===== config.mk =====
export PLATFORM = sky130hd
export DESIGN_NAME = rsr_station
export DESIGN_NICKNAME = d
export VERILOG_FILES = /design/src/rsr_pkg.sv /design/src/rsr_station.sv /design/src/rsr_sync.sv
export SDC_FILE = /design/constraint.sdc
export NUM_CORES = 1
export LEC_CHECK = 0
export BUFFER_PORTS_ARGS = -buffer_cell sky130_fd_sc_hd__clkbuf_2
export CAP_MARGIN = 30
export CORE_ASPECT_RATIO = 1.1
export CORE_UTILIZATION = 56
export DETAILED_ROUTE_END_ITERATION = 8
export PLACE_DENSITY_LB_ADDON = 0.15
export SETUP_SLACK_MARGIN = 0.05
export SKIP_LAST_GASP = 1
export SYNTH_ARGS = -nofsm -noshare
export SYNTH_HDL_FRONTEND = slang
export SYNTH_SLANG_ARGS = --single-unit

===== constraint.sdc =====
create_clock -name ref_clk_in -period 2.7 [get_ports ref_clk_in]
set_input_delay 0.81 -clock ref_clk_in [delete_from_list [all_inputs] [get_ports ref_clk_in]]
set_output_delay 0.81 -clock ref_clk_in [all_outputs]
set_load 0.01 [all_outputs]

===== src/rsr_pkg.sv =====
package rsr_pkg;
    // Clock rate and link supervision times
    localparam int CLK_MHZ = 25;
    localparam int LINK_TIMEOUT_US = 1000;
    localparam int LINK_TIMEOUT_CYC = LINK_TIMEOUT_US * CLK_MHZ;
    localparam int ACT_TIMEOUT_US = 10000;
    localparam int ACT_TIMEOUT_CYC = ACT_TIMEOUT_US * CLK_MHZ;
    localparam int TMR_W = 24;

    // Station data width, one data word is 16 bits
    localparam int WORD_BITS = 16;
    localparam int DATA_WORDS = 1;

    // Register byte addresses
    localparam logic [7:0] ADDR_CTRL = 8'h00;
    localparam logic [7:0] ADDR_STATUS = 8'h04;
    localparam logic [7:0] ADDR_IRQ_STAT = 8'h08;
    localparam logic [7:0] ADDR_IRQ_CLR = 8'h0C;
    localparam logic [7:0] ADDR_IRQ_EN = 8'h10;
    localparam logic [7:0] ADDR_OUT_DATA = 8'h14;
    localparam logic [7:0] ADDR_IN_DATA = 8'h18;
    localparam logic [7:0] ADDR_CYC_CNT = 8'h1C;

    // Field positions
    localparam int CTRL_OB_DIS = 0;
    localparam int ST_SUCC = 0;
    localparam int ST_RCHK = 1;
    localparam int ST_BACT = 2;
    localparam int ST_OBDIS = 3;
    localparam int IRQ_CYC = 0;
    localparam int IRQ_LINK = 1;
    localparam int IRQ_SUCC = 2;
    localparam int IRQ_W = 3;

    // Reset values
    localparam logic [31:0] CTRL_RST = 32'h0000_0000;
    localparam logic [IRQ_W-1:0] IRQ_EN_RST = 3'h0;

    // Bus responses
    localparam logic [1:0] RESP_OKAY = 2'h0;
    localparam logic [1:0] RESP_SLVERR = 2'h2;

    // Link synchroniser lanes
    localparam int LNK_CLK = 0;
    localparam int LNK_DAT = 1;
    localparam int LNK_SEL = 2;
    localparam int LNK_RET = 3;
    localparam int LNK_SUCC = 4;
    localparam int LNK_W = 5;
endpackage


===== src/rsr_station.sv =====
// The register offsets and the AXI4-Lite interface to the registers are this design's own decisions.
`timescale 1ns/1ns
module rsr_station #(
    parameter int DATA_BITS = rsr_pkg::WORD_BITS * rsr_pkg::DATA_WORDS,
    parameter int LINK_TIMEOUT = rsr_pkg::LINK_TIMEOUT_CYC,
    parameter int ACT_TIMEOUT = rsr_pkg::ACT_TIMEOUT_CYC
) (
    // Clock and reset
    input wire logic ref_clk_in,
    input wire logic rstn_in,
    // Upstream link
    input wire logic up_clk_in,
    input wire logic up_data_in,
    input wire logic up_sel_in,
    output logic ret_data_out,
    // Downstream link
    output logic dn_clk_out,
    output logic dn_data_out,
    output logic dn_sel_out,
    input wire logic dn_ret_in,
    input wire logic successor_present_sense_in,
    // Periphery
    input wire logic [DATA_BITS-1:0] periph_in,
    output logic [DATA_BITS-1:0] periph_out,
    // Indicators and interrupt
    output logic bus_active_out,
    output logic remote_check_out,
    output logic outbound_disabled_out,
    output logic irq_out,
    // AXI4-Lite write address and data
    input wire logic [7:0] s_axi_awaddr,
    input wire logic s_axi_awvalid,
    output logic s_axi_awready,
    input wire logic [31:0] s_axi_wdata,
    input wire logic [3:0] s_axi_wstrb,
    input wire logic s_axi_wvalid,
    output logic s_axi_wready,
    // AXI4-Lite write response
    output logic [1:0] s_axi_bresp,
    output logic s_axi_bvalid,
    input wire logic s_axi_bready,
    // AXI4-Lite read
    input wire logic [7:0] s_axi_araddr,
    input wire logic s_axi_arvalid,
    output logic s_axi_arready,
    output logic [31:0] s_axi_rdata,
    output logic [1:0] s_axi_rresp,
    output logic s_axi_rvalid,
    input wire logic s_axi_rready
);
    localparam int IW = rsr_pkg::IRQ_W;
    localparam int TW = rsr_pkg::TMR_W;

    // Synchronised pins
    logic [rsr_pkg::LNK_W-1:0] lnk_raw;
    logic [rsr_pkg::LNK_W-1:0] lnk_s;
    logic [DATA_BITS-1:0] pin_s;

    assign lnk_raw = {successor_present_sense_in, dn_ret_in, up_sel_in,
                      up_data_in, up_clk_in};

    rsr_sync #(.WIDTH(rsr_pkg::LNK_W)) u_lnk_sync (
        .ref_clk_in(ref_clk_in),
        .rstn_in(rstn_in),
        .async_in(lnk_raw),
        .sync_out(lnk_s)
    );

    rsr_sync #(.WIDTH(DATA_BITS)) u_pin_sync (
        .ref_clk_in(ref_clk_in),
        .rstn_in(rstn_in),
        .async_in(periph_in),
        .sync_out(pin_s)
    );

    // Link state
    logic clk_prev_reg, clk_prev_next;
    logic [DATA_BITS-1:0] shreg_reg, shreg_next;
    logic [DATA_BITS-1:0] out_reg, out_next;
    logic dn_clk_reg, dn_clk_next;
    logic dn_data_reg, dn_data_next;
    logic dn_sel_reg, dn_sel_next;
    logic ret_reg, ret_next;
    logic [TW-1:0] link_tmr_reg, link_tmr_next;
    logic [TW-1:0] act_tmr_reg, act_tmr_next;
    logic rchk_reg, rchk_next;
    logic bact_reg, bact_next;
    logic obdis_reg, obdis_next;
    logic succ_prev_reg, succ_prev_next;
    logic [15:0] cyc_cnt_reg, cyc_cnt_next;
    logic shift_edge, cyc_end, ob_off, out_bit;

    // Register file state
    logic [31:0] ctrl_reg, ctrl_next;
    logic [IW-1:0] irq_stat_reg, irq_stat_next;
    logic [IW-1:0] irq_en_reg, irq_en_next;
    logic [IW-1:0] irq_set, irq_clr;
    logic irq_reg, irq_next;

    // Upstream shift and cycle-end handling
    always_comb begin
        shift_edge = lnk_s[rsr_pkg::LNK_CLK] & ~clk_prev_reg;
        // Control bit with data one marks end of cycle
        cyc_end = shift_edge & lnk_s[rsr_pkg::LNK_SEL]
            & lnk_s[rsr_pkg::LNK_DAT];
        // Missing strap also forces the outbound side off
        ob_off = ctrl_reg[rsr_pkg::CTRL_OB_DIS]
            | ~lnk_s[rsr_pkg::LNK_SUCC];
        out_bit = lnk_s[rsr_pkg::LNK_SEL] ? lnk_s[rsr_pkg::LNK_DAT]
                                          : shreg_reg[DATA_BITS-1];
        clk_prev_next = lnk_s[rsr_pkg::LNK_CLK];
        shreg_next = shreg_reg;
        out_next = out_reg;
        cyc_cnt_next = cyc_cnt_reg;
        dn_data_next = ob_off ? 1'b0 : dn_data_reg;
        ret_next = ret_reg;
        if (shift_edge && !lnk_s[rsr_pkg::LNK_SEL]) begin
            // Fixed length, position alone identifies the data
            shreg_next = {shreg_reg[DATA_BITS-2:0],
                          lnk_s[rsr_pkg::LNK_DAT]};
        end
        if (cyc_end) begin
            out_next = shreg_reg;
            shreg_next = pin_s;
            cyc_cnt_next = cyc_cnt_reg + 16'h0001;
        end
        if (shift_edge && !ob_off) begin
            dn_data_next = out_bit;
        end
        // Loop back while the outbound side is off, else relay the return line
        if (ob_off) begin
            if (shift_edge) begin
                ret_next = out_bit;
            end
        end else begin
            ret_next = lnk_s[rsr_pkg::LNK_RET];
        end
        dn_clk_next = ob_off ? 1'b0 : lnk_s[rsr_pkg::LNK_CLK];
        dn_sel_next = ob_off ? 1'b0 : lnk_s[rsr_pkg::LNK_SEL];
    end

    // Link supervision timers
    always_comb begin
        link_tmr_next = link_tmr_reg;
        act_tmr_next = act_tmr_reg;
        if (shift_edge) begin
            link_tmr_next = '0;
        end else if (link_tmr_reg < TW'(LINK_TIMEOUT)) begin
            link_tmr_next = link_tmr_reg + 1'b1;
        end
        if (cyc_end) begin
            act_tmr_next = '0;
        end else if (act_tmr_reg < TW'(ACT_TIMEOUT)) begin
            act_tmr_next = act_tmr_reg + 1'b1;
        end
        // Timers start expired, so link check and bus active are dark after reset
        rchk_next = link_tmr_reg < TW'(LINK_TIMEOUT);
        bact_next = act_tmr_reg < TW'(ACT_TIMEOUT);
        obdis_next = ob_off;
        succ_prev_next = lnk_s[rsr_pkg::LNK_SUCC];
    end

    always_ff @(posedge ref_clk_in or negedge rstn_in) begin
        if (!rstn_in) begin
            clk_prev_reg <= 1'b0;
            shreg_reg <= '0;
            out_reg <= '0;
            dn_clk_reg <= 1'b0;
            dn_data_reg <= 1'b0;
            dn_sel_reg <= 1'b0;
            ret_reg <= 1'b0;
            link_tmr_reg <= TW'(LINK_TIMEOUT);
            act_tmr_reg <= TW'(ACT_TIMEOUT);
            rchk_reg <= 1'b0;
            bact_reg <= 1'b0;
            obdis_reg <= 1'b1;
            succ_prev_reg <= 1'b0;
            cyc_cnt_reg <= 16'h0000;
        end else begin
            clk_prev_reg <= clk_prev_next;
            shreg_reg <= shreg_next;
            out_reg <= out_next;
            dn_clk_reg <= dn_clk_next;
            dn_data_reg <= dn_data_next;
            dn_sel_reg <= dn_sel_next;
            ret_reg <= ret_next;
            link_tmr_reg <= link_tmr_next;
            act_tmr_reg <= act_tmr_next;
            rchk_reg <= rchk_next;
            bact_reg <= bact_next;
            obdis_reg <= obdis_next;
            succ_prev_reg <= succ_prev_next;
            cyc_cnt_reg <= cyc_cnt_next;
        end
    end

    // AXI4-Lite slave state
    logic aw_hold_reg, aw_hold_next;
    logic [7:0] awaddr_reg, awaddr_next;
    logic w_hold_reg, w_hold_next;
    logic [31:0] wdata_reg, wdata_next;
    logic [3:0] wstrb_reg, wstrb_next;
    logic awready_reg, awready_next;
    logic wready_reg, wready_next;
    logic bvalid_reg, bvalid_next;
    logic [1:0] bresp_reg, bresp_next;
    logic arready_reg, arready_next;
    logic rvalid_reg, rvalid_next;
    logic [1:0] rresp_reg, rresp_next;
    logic [31:0] rdata_reg, rdata_next;
    logic do_wr;

    // Write and read channels, write address and data in either order
    always_comb begin
        aw_hold_next = aw_hold_reg;
        awaddr_next = awaddr_reg;
        w_hold_next = w_hold_reg;
        wdata_next = wdata_reg;
        wstrb_next = wstrb_reg;
        bvalid_next = bvalid_reg;
        bresp_next = bresp_reg;
        rvalid_next = rvalid_reg;
        rresp_next = rresp_reg;
        rdata_next = rdata_reg;
        ctrl_next = ctrl_reg;
        irq_en_next = irq_en_reg;
        irq_clr = '0;
        if (s_axi_awvalid && awready_reg) begin
            aw_hold_next = 1'b1;
            awaddr_next = s_axi_awaddr;
        end
        if (s_axi_wvalid && wready_reg) begin
            w_hold_next = 1'b1;
            wdata_next = s_axi_wdata;
            wstrb_next = s_axi_wstrb;
        end
        do_wr = aw_hold_reg && w_hold_reg && !bvalid_reg;
        if (do_wr) begin
            aw_hold_next = 1'b0;
            w_hold_next = 1'b0;
            bvalid_next = 1'b1;
            bresp_next = rsr_pkg::RESP_OKAY;
            unique case (awaddr_reg)
                rsr_pkg::ADDR_CTRL: begin
                    if (wstrb_reg[0]) begin
                        ctrl_next[7:0] = wdata_reg[7:0];
                    end
                end
                rsr_pkg::ADDR_IRQ_CLR: begin
                    irq_clr = wstrb_reg[0] ? wdata_reg[IW-1:0] : '0;
                end
                rsr_pkg::ADDR_IRQ_EN: begin
                    if (wstrb_reg[0]) begin
                        irq_en_next = wdata_reg[IW-1:0];
                    end
                end
                rsr_pkg::ADDR_STATUS, rsr_pkg::ADDR_IRQ_STAT,
                rsr_pkg::ADDR_OUT_DATA, rsr_pkg::ADDR_IN_DATA,
                rsr_pkg::ADDR_CYC_CNT: begin
                    bresp_next = rsr_pkg::RESP_OKAY;
                end
                default: begin
                    bresp_next = rsr_pkg::RESP_SLVERR;
                end
            endcase
        end else if (bvalid_reg && s_axi_bready) begin
            bvalid_next = 1'b0;
        end
        if (s_axi_arvalid && arready_reg) begin
            rvalid_next = 1'b1;
            rresp_next = rsr_pkg::RESP_OKAY;
            unique case (s_axi_araddr)
                rsr_pkg::ADDR_CTRL: rdata_next = ctrl_reg;
                rsr_pkg::ADDR_STATUS: begin
                    rdata_next = '0;
                    rdata_next[rsr_pkg::ST_SUCC] = lnk_s[rsr_pkg::LNK_SUCC];
                    rdata_next[rsr_pkg::ST_RCHK] = rchk_reg;
                    rdata_next[rsr_pkg::ST_BACT] = bact_reg;
                    rdata_next[rsr_pkg::ST_OBDIS] = obdis_reg;
                end
                rsr_pkg::ADDR_IRQ_STAT: rdata_next = 32'(irq_stat_reg);
                rsr_pkg::ADDR_IRQ_EN: rdata_next = 32'(irq_en_reg);
                rsr_pkg::ADDR_OUT_DATA: rdata_next = 32'(out_reg);
                rsr_pkg::ADDR_IN_DATA: rdata_next = 32'(pin_s);
                rsr_pkg::ADDR_CYC_CNT: rdata_next = 32'(cyc_cnt_reg);
                rsr_pkg::ADDR_IRQ_CLR: rdata_next = '0;
                default: begin
                    rdata_next = '0;
                    rresp_next = rsr_pkg::RESP_SLVERR;
                end
            endcase
        end else if (rvalid_reg && s_axi_rready) begin
            rvalid_next = 1'b0;
        end
        // One write and one read in flight at most
        awready_next = !aw_hold_next && !bvalid_next;
        wready_next = !w_hold_next && !bvalid_next;
        arready_next = !rvalid_next;
    end

    // Sticky events; a set in the clear cycle is kept
    always_comb begin
        irq_set = '0;
        irq_set[rsr_pkg::IRQ_CYC] = cyc_end;
        irq_set[rsr_pkg::IRQ_LINK] = rchk_reg & ~rchk_next;
        irq_set[rsr_pkg::IRQ_SUCC] = succ_prev_reg
            ^ lnk_s[rsr_pkg::LNK_SUCC];
        irq_stat_next = (irq_stat_reg & ~irq_clr) | irq_set;
        irq_next = |(irq_stat_next & irq_en_next);
    end

    always_ff @(posedge ref_clk_in or negedge rstn_in) begin
        if (!rstn_in) begin
            aw_hold_reg <= 1'b0;
            awaddr_reg <= 8'h00;
            w_hold_reg <= 1'b0;
            wdata_reg <= 32'h0000_0000;
            wstrb_reg <= 4'h0;
            awready_reg <= 1'b0;
            wready_reg <= 1'b0;
            bvalid_reg <= 1'b0;
            bresp_reg <= rsr_pkg::RESP_OKAY;
            arready_reg <= 1'b0;
            rvalid_reg <= 1'b0;
            rresp_reg <= rsr_pkg::RESP_OKAY;
            rdata_reg <= 32'h0000_0000;
            ctrl_reg <= rsr_pkg::CTRL_RST;
            irq_stat_reg <= '0;
            irq_en_reg <= rsr_pkg::IRQ_EN_RST;
            irq_reg <= 1'b0;
        end else begin
            aw_hold_reg <= aw_hold_next;
            awaddr_reg <= awaddr_next;
            w_hold_reg <= w_hold_next;
            wdata_reg <= wdata_next;
            wstrb_reg <= wstrb_next;
            awready_reg <= awready_next;
            wready_reg <= wready_next;
            bvalid_reg <= bvalid_next;
            bresp_reg <= bresp_next;
            arready_reg <= arready_next;
            rvalid_reg <= rvalid_next;
            rresp_reg <= rresp_next;
            rdata_reg <= rdata_next;
            ctrl_reg <= ctrl_next;
            irq_stat_reg <= irq_stat_next;
            irq_en_reg <= irq_en_next;
            irq_reg <= irq_next;
        end
    end

    // Outputs, all from flops
    assign ret_data_out = ret_reg;
    assign dn_clk_out = dn_clk_reg;
    assign dn_data_out = dn_data_reg;
    assign dn_sel_out = dn_sel_reg;
    assign periph_out = out_reg;
    assign bus_active_out = bact_reg;
    assign remote_check_out = rchk_reg;
    assign outbound_disabled_out = obdis_reg;
    assign irq_out = irq_reg;
    assign s_axi_awready = awready_reg;
    assign s_axi_wready = wready_reg;
    assign s_axi_bvalid = bvalid_reg;
    assign s_axi_bresp = bresp_reg;
    assign s_axi_arready = arready_reg;
    assign s_axi_rvalid = rvalid_reg;
    assign s_axi_rresp = rresp_reg;
    assign s_axi_rdata = rdata_reg;
endmodule


===== src/rsr_sync.sv =====
`timescale 1ns/1ns
// Two-stage synchroniser; first stage feeds only the second
module rsr_sync #(
    parameter int WIDTH = 1
) (
    // Clock and reset
    input wire logic ref_clk_in,
    input wire logic rstn_in,
    // Data
    input wire logic [WIDTH-1:0] async_in,
    output logic [WIDTH-1:0] sync_out
);
    logic [WIDTH-1:0] meta_reg;
    logic [WIDTH-1:0] meta_next;
    logic [WIDTH-1:0] sync_reg;
    logic [WIDTH-1:0] sync_next;

    // Next values of both stages
    always_comb begin
        meta_next = async_in;
        sync_next = meta_reg;
    end

    // Stage registers
    always_ff @(posedge ref_clk_in or negedge rstn_in) begin
        if (!rstn_in) begin
            meta_reg <= '0;
            sync_reg <= '0;
        end else begin
            meta_reg <= meta_next;
            sync_reg <= sync_next;
        end
    end

    assign sync_out = sync_reg;
endmodule

==> results.sh, run 1 <==
export IMPL_grt_busiest_layer="met2"
export IMPL_cts_resized=0
export IMPL_synth_top_cell_area_share_pct=55.7
export IMPL_gr_usage_met3_pct=3.60
export IMPL_worstSetupPathType="reg -> reg"
export IMPL_finalInstanceArea_sq_mm=0.0100
export IMPL_crit_required_ns=3.08
export IMPL_fmax_mhz=422
export IMPL_nets=948
export IMPL_ys_top_cells_by_area="dfrtp_1, nand2_1, dfstp_2, mux2_2, o21ai_0"
export IMPL_yosys_warnings=0
export IMPL_initial_core_util_pct=58.1
export IMPL_timing_final_ws_setup_ns=0.329
export IMPL_synth_area_per_cell_sq_um=11.2
export IMPL_port_buffers=99
export IMPL_synth_seq_cells=204
export IMPL_worst_ep_arrival_time_ns=2.75
export IMPL_dr_pass1_iters=5
export IMPL_ant_nets=0
export IMPL_num_rows=46
export IMPL_rsz0062_at_grt="no"
export IMPL_clock_latency_ns=0.50
export IMPL_synth_edf_count=0
export IMPL_setup_violations=0
export IMPL_htree_levels=1
export IMPL_syn_to_final_growth_pct=17.2
export IMPL_drive_gt1_share_pct=25.0
export IMPL_cts_root_buf="clkbuf_16"
export IMPL_critPathLaunchType="register"
export IMPL_synth_largest_area_cell="dfrtp_1"
export IMPL_powerDensity_mw_per_mm2=824
export IMPL_grt_max_degree=60
export IMPL_finalHoldViolCount=0
export IMPL_first_iter_violations=413
export IMPL_overflow=0
export IMPL_grt_pass1_vias=6079
export IMPL_die_w_um=120
export IMPL_clkTransAtPathRegs_ns=0.06
export IMPL_place_area_sq_mm=0.00923
export IMPL_numCtsBuffers=21
export IMPL_cts_tree="done"
export IMPL_skew_ns=0.00800
export IMPL_worst_pin_slew_ns=0.741
export IMPL_cts_buffer_depth=3
export IMPL_min_period_ns=2.37
export IMPL_synth_async_reset_ratio_pct=100
export IMPL_ys_seq_area_share_pct=60.0
export IMPL_hold_buffers=0
export IMPL_cts_setup_buffers=0
export IMPL_yosysUniqueCellTypes=62
export IMPL_hpwl_um=12600
export IMPL_antenna_found_initial=0
export IMPL_drc=0
export IMPL_cts_num_sinks=204
export IMPL_finalMaxSlewViolations=0
export IMPL_synthCells=761
export IMPL_met2_usage_pct=39.8
export IMPL_status="finished, final reports clean"
export IMPL_grtUsageTotal_pct=23.8
export IMPL_fp_dieArea_sq_mm=0.0157
export IMPL_post_place_ws_ns=0.115
export IMPL_end_kind="register"
export IMPL_hold_path_class="in -> async"
export IMPL_gp_congestion=0.838
export IMPL_num_io_pins=145
export IMPL_route_vias_total=5994
export IMPL_ir_drop_mv=0.526
export IMPL_syn_cell_area_sq_mm=0.00853
export IMPL_vias_per_cell=5.60
export IMPL_max_cap_viol_count=0
export IMPL_die_y_um=131
export IMPL_min_period_over_period_pct=87.8
export IMPL_setup_tns_ns=0
export IMPL_use_met1_pct=32.2
export IMPL_synthFlopType="dfrtp_1"
export IMPL_relSlewSlack_pct=50.5
export IMPL_p_leak_nw=4.66
export IMPL_crit_fanout=3
export IMPL_wl_um=18000
export IMPL_grt_pass1_wl_um=30100
export IMPL_placeableCoreArea_sq_mm=0.0147
export IMPL_wl_per_cell_um=16.8
export IMPL_n_antenna_cell=0
-- layout make-up --
type / instances / area, sq um
Timing Repair Buffer: 116 / 669
Sequential cell: 204 / 5120
Clock inverter: 12 / 219
Inverter: 12 / 45.0
Multi-Input combinational cell: 510 / 3160
Tap cell: 192 / 240
Clock buffer: 25 / 551
Fill cell: 1113 / 4670
-- worst paths after layout --
path	slack (ns)	startpoint	cells after the start	end
setup reg to reg	0.33	awaddr_reg[0]	5	irq_out
hold reg to reg	0.34	u_lnk_sync.meta_reg[3]	0	u_lnk_sync.sync_out[3]
min in group ref_clk_in	0.34	u_lnk_sync.meta_reg[3]	0	u_lnk_sync.sync_out[3]
hold / removal	0.28	rstn_in	1	act_tmr_reg[9]
setup / recovery	0.33	awaddr_reg[0]	5	irq_out
max in group asynchronous	1.72	rstn_in	2	link_tmr_reg[7]
-- cell usage after synthesis (all sizes together) (8+ instances only) --
cell type / number
dfrtp: 190
nand2: 120
o21ai: 51
nor2: 43
a21oi: 33
mux2: 27
buf: 26
clkbuf: 26
xnor2: 22
mux2i: 19
nand3: 18
nor4: 15
dfstp: 14
and2: 13
inv: 12
nand4: 12
nor2b: 10
a22o: 9
nor3: 9
and3: 8
-- per-stage QoR --
stage	util [%]	power, W	std cells	hold slack [ns]
floorplan	-	0.00462	778	0.331
global placement	62.9	0.00501	1033	0.333
detailed placement	62.9	0.00509	1034	0.335
CTS	68.2	0.00832	1071	0.293
global route	68.2	0.00863	1071	0.306
finish	68.2	0.00824	1071	0.276
-- routing by layer --
layer / wire, um / part of all wire [%] / vias to the layer above
met4: 347 / 1.9 / 0
li1: - / - / 2835
met3: 938 / 5.2 / 31
met5: 0 / 0 / -
met1: 7710 / 43 / 2954
met2: 8960 / 50 / 174
-- power breakdown --
part / leakage, nW / internal [W] / switching [W]
Clock: 0.371 / 0.00203 / 0.00117
Sequential: 2.56 / 0.00353 / 0.000416
Combinational: 1.73 / 0.000522 / 0.000580
-- worst max-delay path: stages (launching register included) --
cell     delay [ns]
dfrtp_1        0.37
or4_1          0.60
nor4_2         0.48
mux2_2         0.40
and2_1         0.16
a221o_1        0.26
-- logic make-up (layout without fill, tap and decap cells) --
kind of cell	Yosys count	after routing	share of synthesized area [%]
simple gates	280	280	16.9
flops	204	204	60.0
compound gates	132	132	9.55
buf+inv	64	165	3.74
mux	48	48	6.32
xor+xnor	29	29	2.98
fa+ha+maj	3	3	0.440
other cells	1	18	0.0439
-- cell usage in the layout (no fill, tap or decap), types with 10 or more instances in the layout --
cell type,instances
clkbuf_2,98
a21oi_1,33
nor2b_1,10
inv_1,12
and2_1,12
mux2_2,27
xnor2_1,22
mux2i_1,19
dfstp_2,14
o21ai_0,48
nand2_1,120
nor2_1,43
dfrtp_1,190
conb_1,18
nand3_1,18
nand4_1,12
clkbuf_16,21
buf_4,14
Power figures use the tool's default switching activity.
==> run 2: changes to the inputs <==
--- a/config.mk
+++ b/config.mk
@@ -5,10 +5,11 @@
 export SDC_FILE = /design/constraint.sdc
 export NUM_CORES = 1
 export LEC_CHECK = 0
+export ABC_AREA = 1
 export BUFFER_PORTS_ARGS = -buffer_cell sky130_fd_sc_hd__clkbuf_2
 export CAP_MARGIN = 30
 export CORE_ASPECT_RATIO = 1.1
-export CORE_UTILIZATION = 56
+export CORE_UTILIZATION = 57
 export DETAILED_ROUTE_END_ITERATION = 8
 export PLACE_DENSITY_LB_ADDON = 0.15
 export SETUP_SLACK_MARGIN = 0.05
==> run 2 against run 1 <==
  * Flip-flop and latch count unchanged
  * Core utilization shrank 0.65 points
  * Critical path depth up 4
  * Fmax grew 14%
  * Largest cell class unchanged
==> results.sh, run 2 <==
export IMPL_crit_fanout=21
export IMPL_syn_to_final_growth_pct=15.4
export IMPL_worst_ep_arrival_time_ns=2.49
export IMPL_gp_congestion=0.890
export IMPL_ys_top_cells_by_area="dfrtp_1, nand2_1, nand3_1, nor2_1, dfstp_2"
export IMPL_finalMaxSlewViolations=0
export IMPL_critPathLaunchType="register"
export IMPL_yosys_warnings=0
export IMPL_htree_levels=1
export IMPL_p_sw_share_pct=28.7
export IMPL_worstSetupPathType="reg -> reg"
export IMPL_placeableCoreArea_sq_mm=0.0157
export IMPL_cp_slowest_cell="dfrtp_1"
export IMPL_port_buffers=99
export IMPL_synthXorXnorAreaFrac_pct=2.76
export IMPL_timing_final_ws_setup_ns=0.625
export IMPL_route_vias_total=7258
export IMPL_synth_seq_cells=204
export IMPL_die_y_um=135
export IMPL_worst_pin_slew_ns=0.578
export IMPL_cts_buffer_depth=3
export IMPL_synthAdderAreaFrac_pct=0.408
export IMPL_clkTransAtPathRegs_ns=0.06
export IMPL_relSlewSlack_pct=61.4
export IMPL_cts_setup_buffers=0
export IMPL_finalHoldViolCount=0
export IMPL_cts_root_buf="clkbuf_16"
export IMPL_p_int_w=0.00580
export IMPL_place_area_sq_mm=0.00989
export IMPL_initial_core_util_pct=58.5
export IMPL_startpoint="clk_prev_reg"
export IMPL_numCtsBuffers=22
export IMPL_synth_largest_area_cell="dfrtp_1"
export IMPL_finalInstanceArea_sq_mm=0.0106
export IMPL_fp_dieArea_sq_mm=0.0167
export IMPL_hold_path_class="in -> async"
export IMPL_status="finished, final reports clean"
export IMPL_cts_tree="done"
export IMPL_synth_edf_count=0
export IMPL_clock_latency_ns=0.51
export IMPL_dr_pass1_iters=6
export IMPL_yosys_top_cells_count="nand2_1, dfrtp_1, nand3_1"
export IMPL_powerDensity_mw_per_mm2=765
export IMPL_antenna_found_initial=0
export IMPL_switchingPower_w=0.00234
export IMPL_synth_compound_area_share_pct=5.71
export IMPL_yosys_area_share_simple_pct=27.4
export IMPL_final_common_cell="nand2_1"
export IMPL_min_period_ns=2.08
export IMPL_synth_top_family_by_area="simple AND/OR/NAND/NOR gates"
export IMPL_wl_per_cell_um=14.3
export IMPL_overflow=0
export IMPL_skew_ns=0.0205
export IMPL_drc=0
export IMPL_num_io_pins=145
export IMPL_max_stage_delay_ns=0.39
export IMPL_crit_chain="nor2_4, buf_4, inv_1, nor2_1, buf_4, inv_1, a21oi_1, o21ai_0, o21ai_0"
export IMPL_ir_drop_mv=0.559
export IMPL_yosysUniqueCellTypes=36
export IMPL_post_place_ws_ns=0.551
export IMPL_setup_violations=0
export IMPL_synth_most_common_cell="nand2_1"
export IMPL_rr_startpoint="clk_prev_reg"
export IMPL_grt_pass1_wl_um=33100
export IMPL_synth_top_cell_area_share_pct=51.7
export IMPL_pwr_share_comb_pct=15.0
export IMPL_nets=1269
export IMPL_rsz0062_at_grt="no"
export IMPL_num_rows=48
export IMPL_max_cap_viol_count=0
export IMPL_n_antenna_cell=0
export IMPL_grt_max_degree=57
export IMPL_grt_pass1_vias=6914
export IMPL_final_cell_mix="nand2_1, dfrtp_1, nand3_1"
export IMPL_drive_gt1_share_pct=16.0
export IMPL_vias_per_cell=5.18
export IMPL_cts_resized=0
export IMPL_min_period_over_period_pct=76.9
export IMPL_synth_area_per_cell_sq_um=8.52
export IMPL_ant_nets=0
export IMPL_fmax_mhz=482
export IMPL_crit_required_ns=3.11
export IMPL_synth_mux_area_share_pct=0.734
export IMPL_synth_async_reset_ratio_pct=100
export IMPL_path_delay_family="buffers and inverters"
export IMPL_clockPowerShare_pct=36.6
export IMPL_synthFlopType="dfrtp_1"
export IMPL_synthCells=1080
export IMPL_crit_buf_inv=4
export IMPL_cts_num_sinks=204
export IMPL_hpwl_um=14100
export IMPL_first_iter_violations=465
export IMPL_grtUsageTotal_pct=25.2
export IMPL_wl_um=20000
export IMPL_end_kind="register"
export IMPL_ys_seq_area_share_pct=55.6
export IMPL_hold_buffers=0
export IMPL_setup_tns_ns=0
export IMPL_p_leak_nw=5.34
export IMPL_syn_cell_area_sq_mm=0.00921
export IMPL_power_frac_seq_pct=48.4
export IMPL_die_w_um=123
[run 2: cell count changes in the layout (fill, tap and decap cells not counted), sizes merged, moves of 19 or more]
cell,delta
mux2i,-19
nand2,+203
inv,+82
nand3,+94
nor2,+72
a21oi,-21
o21ai,+21
mux2,-21
[run 2: cell families after synthesis]
group                      count (synthesis)
and+or+nand+nor                          589
DFF                                      204
buffers and inverters                    150
AOI/OAI and AO/OA                         98
xor gates and xnor gates                  29
muxes                                      6
adders and majority gates                  3
other                                      1
[run 2: layout make-up]
class | instances | area [sq um]
clock inverters | 7 | 76.3
repair buffers | 116 | 669
inverters | 99 | 373
well taps | 200 | 250
multi-input cells | 743 | 3470
flip-flops and latches | 204 | 5120
fillers | 1304 | 5110
clock buffers | 32 | 658
[run 2: through the flow]
step	utilization (%)	power [W]	hold slack (ns)	std cells
global placement	62.8	0.00513	0.332	1362
global route	67.5	0.00856	0.292	1401
detailed placement	62.8	0.00518	0.335	1362
finish	67.5	0.00813	0.254	1401
CTS	67.5	0.00820	0.261	1401
floorplan	-	0.00470	0.331	1097
[run 2: worst paths after layout]
path | end | depth (start not counted) | slack [ns]
worst max-delay path | shreg_reg[8] | 9 | 0.62
worst min-delay path | link_tmr_reg[22] | 1 | 0.25
worst max register to register | shreg_reg[8] | 9 | 0.62
worst min register to register | u_pin_sync.sync_out[8] | 0 | 0.35
max in group asynchronous | act_tmr_reg[17] | 2 | 1.77
min in group ref_clk_in | u_pin_sync.sync_out[8] | 0 | 0.35
[run 2: routing by layer]
layer	share of wire, %	routed length (um)	global-route usage (%)
met5	0	0	0
met2	46	9320	39.8
met1	46	9230	36.2
met3	4.9	977	3.32
met4	2.6	511	7.76
[run 2: power groups by stage]
| stage | Combinational, W | Sequential, W | Clock, W |
|---|---|---|---|
| final | 0.00122 | 0.00394 | 0.00298 |
| after global routing | 0.00141 | 0.00399 | 0.00315 |
| after CTS | 0.00123 | 0.00393 | 0.00304 |
| after detailed placement | 0.00121 | 0.00397 | 0 |
| after global placement | 0.00117 | 0.00396 | 0 |
| after floorplan | 0.000803 | 0.00390 | 0 |
==> run 3: changes to the inputs <==
--- a/config.mk
+++ b/config.mk
@@ -5,11 +5,11 @@
 export SDC_FILE = /design/constraint.sdc
 export NUM_CORES = 1
 export LEC_CHECK = 0
-export ABC_AREA = 1
+export ABC_AREA = 0
 export BUFFER_PORTS_ARGS = -buffer_cell sky130_fd_sc_hd__clkbuf_2
 export CAP_MARGIN = 30
 export CORE_ASPECT_RATIO = 1.1
-export CORE_UTILIZATION = 57
+export CORE_UTILIZATION = 56
 export DETAILED_ROUTE_END_ITERATION = 8
 export PLACE_DENSITY_LB_ADDON = 0.15
 export SETUP_SLACK_MARGIN = 0.05
==> constraint.sdc (replaced) <==
create_clock -name ref_clk_in -period 2.12 [get_ports ref_clk_in]
set_input_delay 0.636 -clock ref_clk_in [delete_from_list [all_inputs] [get_ports ref_clk_in]]
set_output_delay 0.636 -clock ref_clk_in [all_outputs]
set_load 0.01 [all_outputs]
==> run 3 against run 2 <==
  * The run now ends with setup timing left
  * Core utilization up 2.6 points
  * Design area down 3.2%
  * Non-clock buffer count up 26
  * Via count down 15%
  * Wire length down 6.6%
  * Hold slack worse by 0.21 ns
  * Cell count down 22%
==> results.sh, run 3 (synthesized netlist as in run 1, its figures left out) <==
export IMPL_status="finished with violations"
export IMPL_violations="setup timing"
export IMPL_drive_gt1_share_pct=28.7
export IMPL_hpwl_um=13000
export IMPL_dr_pass1_iters=5
export IMPL_hold_buffers=0
export IMPL_powerDensity_mw_per_mm2=1010
export IMPL_end_kind="register"
export IMPL_min_period_over_period_pct=103
export IMPL_final_common_cell="dfrtp_1"
export IMPL_skew_ns=0.00734
export IMPL_worst_pin_slew_ns=0.766
export IMPL_p_leak_nw=4.82
export IMPL_drc=0
export IMPL_finalMaxSlewViolations=0
export IMPL_min_period_ns=2.18
export IMPL_num_rows=46
export IMPL_clkTransAtPathRegs_ns=0.06
export IMPL_crit_fanout=3
export IMPL_multi_input_area_sq_mm=0.00324
export IMPL_setup_tns_ns=-0.183
export IMPL_total_power_w=0.0104
export IMPL_overflow=0
export IMPL_cts_buffer_depth=3
export IMPL_worstSetupPathType="reg -> reg"
export IMPL_hold_path_class="in -> async"
export IMPL_fp_dieArea_sq_mm=0.0157
export IMPL_cts_num_sinks=204
export IMPL_ir_drop_mv=0.894
export IMPL_initial_core_util_pct=58.1
export IMPL_die_y_um=131
export IMPL_cts_root_buf="clkbuf_16"
export IMPL_grtUsageTotal_pct=24.3
export IMPL_nets=974
export IMPL_antenna_found_initial=0
export IMPL_gp_congestion=0.821
export IMPL_ant_nets=0
export IMPL_relSlewSlack_pct=49.0
export IMPL_timing_final_ws_setup_ns=-0.0586
export IMPL_htree_levels=1
export IMPL_grt_max_degree=55
export IMPL_wl_um=18700
export IMPL_setup_violations=6
export IMPL_final_cell_mix="dfrtp_1, nand2_1, clkbuf_2"
export IMPL_crit_required_ns=2.49
export IMPL_clock_latency_ns=0.49
export IMPL_n_antenna_cell=0
export IMPL_numCtsBuffers=21
export IMPL_syn_to_final_growth_pct=20.5
export IMPL_die_w_um=120
export IMPL_num_io_pins=145
export IMPL_cts_tree="done"
export IMPL_grt_pass1_vias=6208
export IMPL_fmax_mhz=459
export IMPL_wl_per_cell_um=17.1
export IMPL_route_vias_total=6159
export IMPL_max_cap_viol_count=0
export IMPL_first_iter_violations=403
export IMPL_finalHoldViolCount=0
export IMPL_n_fill_cell=1093
export IMPL_grt_pass1_wl_um=30800
export IMPL_final_seq_area_sq_mm=0.00512
export IMPL_vias_per_cell=5.61
export IMPL_placeableCoreArea_sq_mm=0.0147
export IMPL_rsz0062_at_grt="yes"
export IMPL_port_buffers=99
export IMPL_worst_ep_arrival_time_ns=2.54
export IMPL_critPathLaunchType="register"
run 3: changes by cell type in the layout (fill, tap and decap cells not counted), moves of 12 or more:
cell,previous run,this run
xnor2_1,6,22
a21oi_1,12,26
nand2_1,320,120
buf_4,14,33
mux2_2,6,26
o21ai_0,60,45
nand3_1,108,18
nor2_1,106,43
xor2_1,23,7
mux2i_1,0,19
nand4_1,24,12
inv_1,93,12
run 3: repair_timing:
action / 4_1_cts / 5_1_grt
setup buffers: 3 / 4
cloned: 0 / 1
setup endpoints to repair: 7 / 15
pin swaps: 1 / 16
resized for setup: 3 / 16
run 3: stage by stage:
step / setup WS, ns / std cells / utilization [%] / hold slack, ns / cell area (sq um)
detailed placement: -0.180 / 1052 / 64.3 / 0.335 / 9440
finish: -0.0586 / 1097 / 70.1 / 0.0427 / 10300
global placement: -0.0620 / 1052 / 64.3 / 0.333 / 9440
global route: -0.105 / 1097 / 70.1 / 0.0481 / 10300
floorplan: 0.0153 / 778 / - / 0.331 / 8640
CTS: -0.0601 / 1092 / 69.4 / 0.0426 / 10200
run 3: layout make-up:
cell class,count,share of cell area [%]
timing repair buffer,142,8.92
clock buffer,29,5.89
clock inverter,8,1.12
multi-input combinational,510,31.5
sequential,204,49.8
tap,192,2.34
inverter,12,0.438
run 3: path summary, 6_finish.rpt:
kind	from	to	slack (ns)	cells after the start
worst min-delay path	rstn_in	act_tmr_reg[5]	0.04	1
min in group ref_clk_in	periph_in[8]	u_pin_sync.meta_reg[8]	0.25	1
worst max register to register	awaddr_reg[3]	irq_out	-0.06	5
worst max-delay path	awaddr_reg[3]	irq_out	-0.06	5
max in group asynchronous	rstn_in	link_tmr_reg[7]	1.45	2
worst min register to register	u_pin_sync.meta_reg[4]	u_pin_sync.sync_out[4]	0.34	0
run 3: report_power, final:
| group | switching (W) | internal (W) |
|---|---|---|
| logic | 0.000808 | 0.000795 |
| clock network | 0.00146 | 0.00235 |
| registers | 0.000528 | 0.00449 |
run 3: metal layers:
metal	vias up	part of all wire (%)	GRT usage [%]
met4	0	1.8	7.57
met2	189	51	41.0
met3	31	5.6	3.91
met5	-	0	0
met1	3056	41	32.1
li1	2883	-	-
run 3: critical path, stage by stage, from the launching register on:
cell and delay (ns):
dfrtp_1 0.39, or4bb_4 0.55, nor4_4 0.36, mux2_4 0.34, and2_4 0.14, a221o_1 0.27
